$ cat config.mk
export PLATFORM = sky130hd
export DESIGN_NAME = irqre_top
export DESIGN_NICKNAME = d
export VERILOG_FILES = /design/src/irqre_pkg.sv /design/src/irqre_pin_if.sv /design/src/irqre_pin_sync.sv /design/src/irqre_top.sv
export VERILOG_INCLUDE_DIRS = /design/src /design/src/src
export SDC_FILE = /design/constraint.sdc
export NUM_CORES = 1
export LEC_CHECK = 0
export ABC_AREA = 0
export BUFFER_PORTS_ARGS = -buffer_cell sky130_fd_sc_hd__buf_2
export CAP_MARGIN = 10
export CORE_MARGIN = 3
export CORE_UTILIZATION = 53
export DETAILED_ROUTE_END_ITERATION = 10
export PLACE_DENSITY = 0.8
export SYNTH_ARGS = -nofsm -noshare
export SYNTH_HDL_FRONTEND = slang
export SYNTH_SLANG_ARGS = --single-unit
$ cat constraint.sdc
create_clock -name sys_clk_i -period 2.3 [get_ports sys_clk_i]
set_clock_uncertainty 0.1 [all_clocks]
set_input_delay 0.575 -clock sys_clk_i [delete_from_list [all_inputs] [get_ports sys_clk_i]]
set_output_delay 0.575 -clock sys_clk_i [all_outputs]
set_load 0.05 [all_outputs]
$ cat src/irqre_consts.svh
// Constants for the interrupt request and enable logic
`ifndef IRQRE_CONSTS_SVH
`define IRQRE_CONSTS_SVH
`define IRQRE_ADDR_W 6
`define IRQRE_OFS_COMM_EN 6'h02
`define IRQRE_OFS_MISC_EN 6'h03
`define IRQRE_OFS_COMM_RQ 6'h04
`define IRQRE_OFS_MISC_RQ 6'h05
`define IRQRE_RST_COMM_EN 8'h80
`define IRQRE_RST_MISC_EN 8'h00
`define IRQRE_RST_COMM_RQ 7'h14
`define IRQRE_RST_MISC_RQ 5'h00
`define IRQRE_SET_SEL_BIT 7
`define IRQRE_PUSH_PULL_BIT 7
`define IRQRE_INVERT_BIT 7
`define IRQRE_MISC_EN_MASK 8'h9F
`define IRQRE_B_TX 6
`define IRQRE_B_RX 5
`define IRQRE_B_IDLE 4
`define IRQRE_B_HI 3
`define IRQRE_B_LO 2
`define IRQRE_B_ERR 1
`define IRQRE_B_TMR 0
`define IRQRE_B_SIG 4
`define IRQRE_B_MODE 3
`define IRQRE_B_CRC 2
`define IRQRE_B_FON 1
`define IRQRE_B_FOFF 0
`define IRQRE_CMD_IDLE 4'h0
`define IRQRE_CMD_AUTO_ANTICOLLISION_COMMAND 4'hD
`define IRQRE_CMD_KNOWN 16'hFFFF
`define IRQRE_PIN_SIG 0
`define IRQRE_PIN_FIELD 1
`endif

$ cat src/irqre_pkg.sv
// Types for the interrupt request and enable logic
package irqre_pkg;
  typedef logic [7:0] irqre_byte_t;
  typedef enum logic [0:0] {
    IRQRE_DET_STOP = 1'b0,
    IRQRE_DET_RUN = 1'b1
  } irqre_det_e;
endpackage : irqre_pkg

$ cat src/irqre_pin_if.sv
// Carrier between pin synchroniser and request logic
`timescale 1ns/1ps
interface irqre_pin_if;
  logic [1:0] raw;
  logic [1:0] lvl;
  logic [1:0] edg;
  modport sync_mp (input raw, output lvl, output edg);
  modport use_mp (output raw, input lvl, input edg);
endinterface : irqre_pin_if

$ cat src/irqre_pin_sync.sv
// Three-stage pin synchroniser with edge detect
`timescale 1ns/1ps
module irqre_pin_sync
  import irqre_pkg::*;
(
  input wire logic sys_clk_i,
  input wire logic rst_i,
  input wire logic ce_i,
  irqre_pin_if.sync_mp pins
);
  genvar g;
  generate
    for (g = 0; g < 2; g++) begin : g_pin
      logic s1_r;
      logic s2_r;
      logic s3_r;
      always_ff @(posedge sys_clk_i or posedge rst_i) begin
        if (rst_i) begin
          s1_r <= 1'b0;
          s2_r <= 1'b0;
          s3_r <= 1'b0;
        end else if (ce_i) begin
          s1_r <= pins.raw[g];
          s2_r <= s1_r;
          s3_r <= s2_r;
        end
      end
      // Agreed level and one-cycle change pulse
      assign pins.lvl[g] = s3_r;
      assign pins.edg[g] = ce_i & (s2_r ^ s3_r);
    end
  endgenerate
endmodule : irqre_pin_sync

$ cat src/irqre_top.sv
// Interrupt request and enable logic
`timescale 1ns/1ps
`include "irqre_consts.svh"
module irqre_top
  import irqre_pkg::*;
(
  input wire logic sys_clk_i,
  input wire logic rst_i,
  input wire logic ce_i,
  input wire logic [5:0] reg_addr_i,
  input wire logic reg_wr_i,
  input wire logic reg_rd_i,
  input wire logic [7:0] reg_wdata_i,
  output logic [7:0] reg_rdata_o,
  input wire logic tx_last_bit_i,
  input wire logic rx_end_valid_i,
  input wire logic receive_requires_data_option_i,
  input wire logic fifo_has_data_i,
  input wire logic fifo_high_status_i,
  input wire logic fifo_low_status_i,
  input wire logic [7:0] error_bits_i,
  input wire logic countdown_zero_i,
  input wire logic [3:0] cmd_code_i,
  input wire logic host_cmd_wr_i,
  input wire logic [3:0] host_cmd_code_i,
  output logic cmd_revert_idle_o,
  input wire logic checksum_cmd_active_i,
  input wire logic checksum_all_done_i,
  input wire logic mode_found_i,
  input wire logic rf_reset_i,
  output logic mode_detect_run_o,
  input wire logic secure_signal_input_i,
  input wire logic field_present_i,
  output logic irq_status_o,
  output logic irq_pin_o,
  output logic irq_pin_oe_o
);
  irqre_byte_t comm_irq_enable_r;
  irqre_byte_t misc_irq_enable_r;
  logic [6:0] comm_rq_r;
  logic [6:0] comm_rq_nxt;
  logic [4:0] misc_rq_r;
  logic [4:0] misc_rq_nxt;
  logic [6:0] comm_hw_set;
  logic [4:0] misc_hw_set;
  logic [6:0] comm_sw_set;
  logic [6:0] comm_sw_clr;
  logic [4:0] misc_sw_set;
  logic [4:0] misc_sw_clr;
  logic fifo_high_d_r;
  logic fifo_low_d_r;
  logic [3:0] cmd_prev_r;
  logic idle_by_host_r;
  logic host_idle_now;
  logic cmd_unknown;
  logic [15:0] cmd_known;
  logic cmd_end_seen;
  irqre_det_e det_state_r;
  irqre_det_e det_state_nxt;
  logic wr_comm_en;
  logic wr_misc_en;
  logic wr_comm_rq;
  logic wr_misc_rq;
  logic irq_any;
  logic pin_level;
  irqre_pin_if pin_bus ();

  assign pin_bus.raw[`IRQRE_PIN_SIG] = secure_signal_input_i;
  assign pin_bus.raw[`IRQRE_PIN_FIELD] = field_present_i;

  irqre_pin_sync u_pin_sync (
    .sys_clk_i(sys_clk_i),
    .rst_i(rst_i),
    .ce_i(ce_i),
    .pins(pin_bus.sync_mp)
  );

  // Register write decode
  assign wr_comm_en = ce_i & reg_wr_i & (reg_addr_i == `IRQRE_OFS_COMM_EN);
  assign wr_misc_en = ce_i & reg_wr_i & (reg_addr_i == `IRQRE_OFS_MISC_EN);
  assign wr_comm_rq = ce_i & reg_wr_i & (reg_addr_i == `IRQRE_OFS_COMM_RQ);
  assign wr_misc_rq = ce_i & reg_wr_i & (reg_addr_i == `IRQRE_OFS_MISC_RQ);

  // Enable registers
  always_ff @(posedge sys_clk_i or posedge rst_i) begin
    if (rst_i) begin
      comm_irq_enable_r <= `IRQRE_RST_COMM_EN;
    end else if (wr_comm_en) begin
      comm_irq_enable_r <= reg_wdata_i;
    end
  end

  always_ff @(posedge sys_clk_i or posedge rst_i) begin
    if (rst_i) begin
      misc_irq_enable_r <= `IRQRE_RST_MISC_EN;
    end else if (wr_misc_en) begin
      misc_irq_enable_r <= reg_wdata_i & `IRQRE_MISC_EN_MASK;
    end
  end

  // Software set and clear masks
  always_comb begin
    comm_sw_set = '0;
    comm_sw_clr = '0;
    if (wr_comm_rq) begin
      if (reg_wdata_i[`IRQRE_SET_SEL_BIT]) begin
        comm_sw_set = reg_wdata_i[6:0];
      end else begin
        comm_sw_clr = reg_wdata_i[6:0];
      end
    end
  end

  always_comb begin
    misc_sw_set = '0;
    misc_sw_clr = '0;
    if (wr_misc_rq) begin
      if (reg_wdata_i[`IRQRE_SET_SEL_BIT]) begin
        misc_sw_set = reg_wdata_i[4:0];
      end else begin
        misc_sw_clr = reg_wdata_i[4:0];
      end
    end
  end

  // Command tracking
  assign host_idle_now = host_cmd_wr_i & (host_cmd_code_i == `IRQRE_CMD_IDLE);
  assign cmd_known = `IRQRE_CMD_KNOWN;
  assign cmd_unknown = host_cmd_wr_i & ~cmd_known[host_cmd_code_i];
  assign cmd_revert_idle_o = ce_i & cmd_unknown;

  always_ff @(posedge sys_clk_i or posedge rst_i) begin
    if (rst_i) begin
      cmd_prev_r <= `IRQRE_CMD_IDLE;
      idle_by_host_r <= 1'b0;
    end else if (ce_i) begin
      cmd_prev_r <= cmd_code_i;
      idle_by_host_r <= host_idle_now;
    end
  end

  // Self-ended command, excluding a host-issued idle
  assign cmd_end_seen = (cmd_prev_r != `IRQRE_CMD_IDLE) &
                        (cmd_code_i == `IRQRE_CMD_IDLE) &
                        ~host_idle_now & ~idle_by_host_r;

  // FIFO alert rise detect
  always_ff @(posedge sys_clk_i or posedge rst_i) begin
    if (rst_i) begin
      fifo_high_d_r <= 1'b0;
      fifo_low_d_r <= 1'b0;
    end else if (ce_i) begin
      fifo_high_d_r <= fifo_high_status_i;
      fifo_low_d_r <= fifo_low_status_i;
    end
  end

  // Hardware events, communication group
  always_comb begin
    comm_hw_set = '0;
    comm_hw_set[`IRQRE_B_TX] = tx_last_bit_i;
    comm_hw_set[`IRQRE_B_RX] = rx_end_valid_i &
      (~receive_requires_data_option_i | fifo_has_data_i);
    comm_hw_set[`IRQRE_B_IDLE] = cmd_end_seen | cmd_unknown;
    comm_hw_set[`IRQRE_B_HI] = fifo_high_status_i & ~fifo_high_d_r;
    comm_hw_set[`IRQRE_B_LO] = fifo_low_status_i & ~fifo_low_d_r;
    comm_hw_set[`IRQRE_B_ERR] = |error_bits_i;
    comm_hw_set[`IRQRE_B_TMR] = countdown_zero_i;
  end

  // Data mode detector
  always_comb begin
    det_state_nxt = det_state_r;
    case (det_state_r)
      IRQRE_DET_STOP: begin
        if ((host_cmd_wr_i & (host_cmd_code_i == `IRQRE_CMD_AUTO_ANTICOLLISION_COMMAND)) | rf_reset_i) begin
          det_state_nxt = IRQRE_DET_RUN;
        end
      end
      IRQRE_DET_RUN: begin
        if (mode_found_i & ~rf_reset_i) begin
          det_state_nxt = IRQRE_DET_STOP;
        end
      end
      default: begin
        det_state_nxt = IRQRE_DET_STOP;
      end
    endcase
  end

  always_ff @(posedge sys_clk_i or posedge rst_i) begin
    if (rst_i) begin
      det_state_r <= IRQRE_DET_STOP;
    end else if (ce_i) begin
      det_state_r <= det_state_nxt;
    end
  end

  assign mode_detect_run_o = (det_state_r == IRQRE_DET_RUN);

  // Hardware events, misc group
  always_comb begin
    misc_hw_set = '0;
    misc_hw_set[`IRQRE_B_SIG] = pin_bus.edg[`IRQRE_PIN_SIG];
    misc_hw_set[`IRQRE_B_MODE] = mode_detect_run_o & mode_found_i;
    misc_hw_set[`IRQRE_B_CRC] = checksum_cmd_active_i & checksum_all_done_i;
    // Level still shows the old value while the change pulse stands
    misc_hw_set[`IRQRE_B_FON] = pin_bus.edg[`IRQRE_PIN_FIELD] &
                                ~pin_bus.lvl[`IRQRE_PIN_FIELD];
    misc_hw_set[`IRQRE_B_FOFF] = pin_bus.edg[`IRQRE_PIN_FIELD] &
                                 pin_bus.lvl[`IRQRE_PIN_FIELD];
  end

  // Latched requests; a hardware set beats a clear
  assign comm_rq_nxt = (comm_rq_r & ~comm_sw_clr) | comm_sw_set | comm_hw_set;
  assign misc_rq_nxt = (misc_rq_r & ~misc_sw_clr) | misc_sw_set | misc_hw_set;

  always_ff @(posedge sys_clk_i or posedge rst_i) begin
    if (rst_i) begin
      comm_rq_r <= `IRQRE_RST_COMM_RQ;
    end else if (ce_i) begin
      comm_rq_r <= comm_rq_nxt;
    end
  end

  always_ff @(posedge sys_clk_i or posedge rst_i) begin
    if (rst_i) begin
      misc_rq_r <= `IRQRE_RST_MISC_RQ;
    end else if (ce_i) begin
      misc_rq_r <= misc_rq_nxt;
    end
  end

  // Combined status from enabled requests
  assign irq_any = |(comm_rq_r & comm_irq_enable_r[6:0]) |
                   |(misc_rq_r & misc_irq_enable_r[4:0]);
  assign pin_level = irq_any ^ comm_irq_enable_r[`IRQRE_INVERT_BIT];

  // Registered status and pin drive
  always_ff @(posedge sys_clk_i or posedge rst_i) begin
    if (rst_i) begin
      irq_status_o <= 1'b0;
      irq_pin_o <= 1'b0;
      irq_pin_oe_o <= 1'b0;
    end else if (ce_i) begin
      irq_status_o <= irq_any;
      if (misc_irq_enable_r[`IRQRE_PUSH_PULL_BIT]) begin
        irq_pin_o <= pin_level;
        irq_pin_oe_o <= 1'b1;
      end else begin
        irq_pin_o <= 1'b0;
        irq_pin_oe_o <= ~pin_level;
      end
    end
  end

  // Read data, one cycle after the strobe
  always_ff @(posedge sys_clk_i or posedge rst_i) begin
    if (rst_i) begin
      reg_rdata_o <= 8'h00;
    end else if (ce_i & reg_rd_i) begin
      case (reg_addr_i)
        `IRQRE_OFS_COMM_EN: reg_rdata_o <= comm_irq_enable_r;
        `IRQRE_OFS_MISC_EN: reg_rdata_o <= misc_irq_enable_r;
        `IRQRE_OFS_COMM_RQ: reg_rdata_o <= {1'b0, comm_rq_r};
        `IRQRE_OFS_MISC_RQ: reg_rdata_o <= {3'b000, misc_rq_r};
        default: reg_rdata_o <= 8'h00;
      endcase
    end
  end
endmodule : irqre_top

==> metrics.txt <==
Syn-to-layout area delta 18.7%; total grt overflow 0; share of the synthesized area in the top cell type around half; Setup Viol. Count Final 0; Worst R2R Setup Slack 0.48 ns; # IOs 62; CTS Buf Count 5; worst setup path endpoint comm_irq_enable_r[3]; initial antenna violation count 0; syn nets approximately 270; wire per inst about 16 microns; Clk Latency, worst-skew pair approximately 0.31 ns; Hold Slack 0.322 ns; CTS tree built; Synth area leaders dfrtp_1 (48%), mux2_2 (12%), a22oi_1 (3.9%); DRT antenna net count 0; Die Wd 74.6 microns; worst slew pin tran roughly 0.75 ns; CP Launch Point reg_addr_i[1]; CTS max path bufs 2; area of the multi-input gates approximately 0.0011 sq mm; Cell Area, Synth about 0.0025 sq mm; vias after detailed routing 1965; final wirelength between 5 and 6 mm; Hold Vio Cnt, Final 0; CTS resizes 0; total setup buffers inserted after CTS 0; DR DRC count 0; fillers 350; warnings from Yosys 0; status finished, final reports clean; root buffer cell clkbuf_8; Final HPWL DP around 4.2 mm; vias in the first global route 1892; PD cells approximately 650 mW/mm^2; Initial Util 56.1%; sequential area share after synthesis 51.4%; Seq cells post-synth 51; Worst VDD drop roughly 0.00043 V; r2r endpoint irq_pin_o; Worst slew margin 49.7%; full die area approximately 0.0056 sq mm; PortBufs 60; Post-synth EDFFs 0; final net count ~330; core area 0.00444 sq mm; Antenna diodes 0; H-tree Lvls 2; FF+latch area about 0.0013 sq mm; Hold-fix buffers, CTS 0; Chip Height about 75 microns; # rows 24; GPL Wtd Cong between 0.8 and 0.9; clock-pin transition on the worst setup and hold timing paths 0.09 ns; max_cap viols 0; Global Route Usage Sum between 20% and 30%; Setup CP Type in2reg; period utilization about four fifths; fmax 0.547 GHz; fin. max-slew vios 0; Yosys top cell by area dfrtp_1; Sink Count 51; Top FF cell, synth dfrtp_1; reg2reg start comm_rq_r[0]; worst reg-to-reg path cell count 4; vias per cell around 5.9; Lkg Pwr 1.40 nW; crit path time final around 1.8 ns; Setup crit start kind primary input; first-pass GRT wire length about 9 mm; fraction of layout cells with a size suffix above 1 about two fifths; Critical Path AT 1.93 ns; post-synthesis instance total around 220; Cell variety after synth between 40 and 50; DR iter-0 viols 210; TritonRoute pass-1 iters 4; largest net degree at the start of global routing between 50 and 60; RSZ-0062 raised after global routing false; Setup TNS Final 0 ns; Worst Hold Class in2async; Post-synth ARST share between 90% and 100%; Crit Path Max Fanout 8; syn_area_per_cell around 11 sq um; CP Data Required Time ~2.4 ns; Worst setup EP type register
-- synth_stat cells, types with 3 or more instances --
master and n:
o31ai_1 4, o211ai_1 4, nor2_1 5, dfrtp_1 48, a22oi_1 13, a22o_1 5
a21oi_1 7, mux2_2 26, inv_1 5, a221oi_1 5, nor4_1 3, nand3_1 11
nand3b_1 3, dfstp_2 3, mux2i_1 7, nand2_1 25, clkbuf_1 8, o21ai_0 5
nor2b_1 4
-- critical path, cell delays in order --
cell and delay (ns):
buf_2 0.11, nor2b_1 0.36, and4_1 0.49, mux2_2 0.39
-- cell families after synthesis --
logic type	synth area share (%)
and+or+nand+nor	15.3
DFF	51.4
AOI/OAI and AO/OA	14.8
muxes	14.6
buffers and inverters	3.11
xor gates and xnor gates	0.703
other	0.151
-- layer usage --
layer / wire length, microns / vias up / track usage [%]
met2: 2590 / 66 / 34.0
met4: 78 / 0 / 7.11
met5: 0 / - / 0
li1: - / 949 / -
met1: 2430 / 942 / 29.4
met3: 381 / 8 / 5.95
-- sequential cells by signal (all words and copies together) (netlist names) --
register and flops:
u_pin_sync.g_pin.s2_r 2, comm_irq_enable_r 8, misc_rq_r 5, u_pin_sync.g_pin.s3_r 2
reg_rdata_o 8, comm_rq_r 7, fifo_high_d_r 1, irq_status_o 1
irq_pin_oe_o 1, misc_irq_enable_r 6, idle_by_host_r 1, u_pin_sync.g_pin.s1_r 2
cmd_prev_r 4, mode_detect_run_o 1, irq_pin_o 1, fifo_low_d_r 1
-- worst min-delay path by stage --
stage	startpoint	end
after detailed placement	reg_rdata_o[6]	reg_rdata_o[6]
after global placement	reg_rdata_o[7]	reg_rdata_o[7]
after floorplan	u_pin_sync.g_pin[1].s2_r	misc_rq_r[0]
final	rst_i	reg_rdata_o[0]
after global routing	rst_i	reg_rdata_o[0]
after CTS	rst_i	reg_rdata_o[0]
-- placed cells by master (no fill, tap or decap), drive strengths merged, types with 4 or more instances in the layout --
cell type / count
buf: 68
clkbuf: 8
a221oi: 5
mux2: 26
a22oi: 13
mux2i: 7
o211ai: 4
nand3: 11
dfrtp: 48
inv: 5
a22o: 5
nand2: 25
o31ai: 4
nor2b: 4
o21ai: 5
nor2: 5
a21oi: 7
nor4: 4
-- power by group --
group	leakage (nW)	total (W)	switching [W]	internal, W
registers	0.608	0.00102	0.0000483	0.000970
clock network	0.0515	0.000555	0.000281	0.000275
logic	0.736	0.000353	0.000211	0.000143
-- layout make-up --
cell class	instances	share of cell area, %
Clock buffer	8	3.38
Multi-Input combinational cell	151	38.3
Sequential cell	51	43.3
Timing Repair Buffer	68	12.2
Inverter	5	0.635
Tap cell	52	2.20
-- per-stage QoR --
step | power, W | utilization [%] | worst slack [ns] | area (sq um) | instances
2_1_floorplan | 0.00126 | - | 0.399 | 2490 | 219
3_3_place_gp | 0.00138 | 64.3 | 0.206 | 2860 | 327
3_5_place_dp | 0.00139 | 64.3 | 0.175 | 2860 | 327
4_1_cts | 0.00194 | 66.6 | 0.479 | 2960 | 335
5_1_grt | 0.00203 | 66.6 | 0.404 | 2960 | 335
6_report | 0.00193 | 66.6 | 0.472 | 2960 | 335
Power figures use the tool's default switching activity.
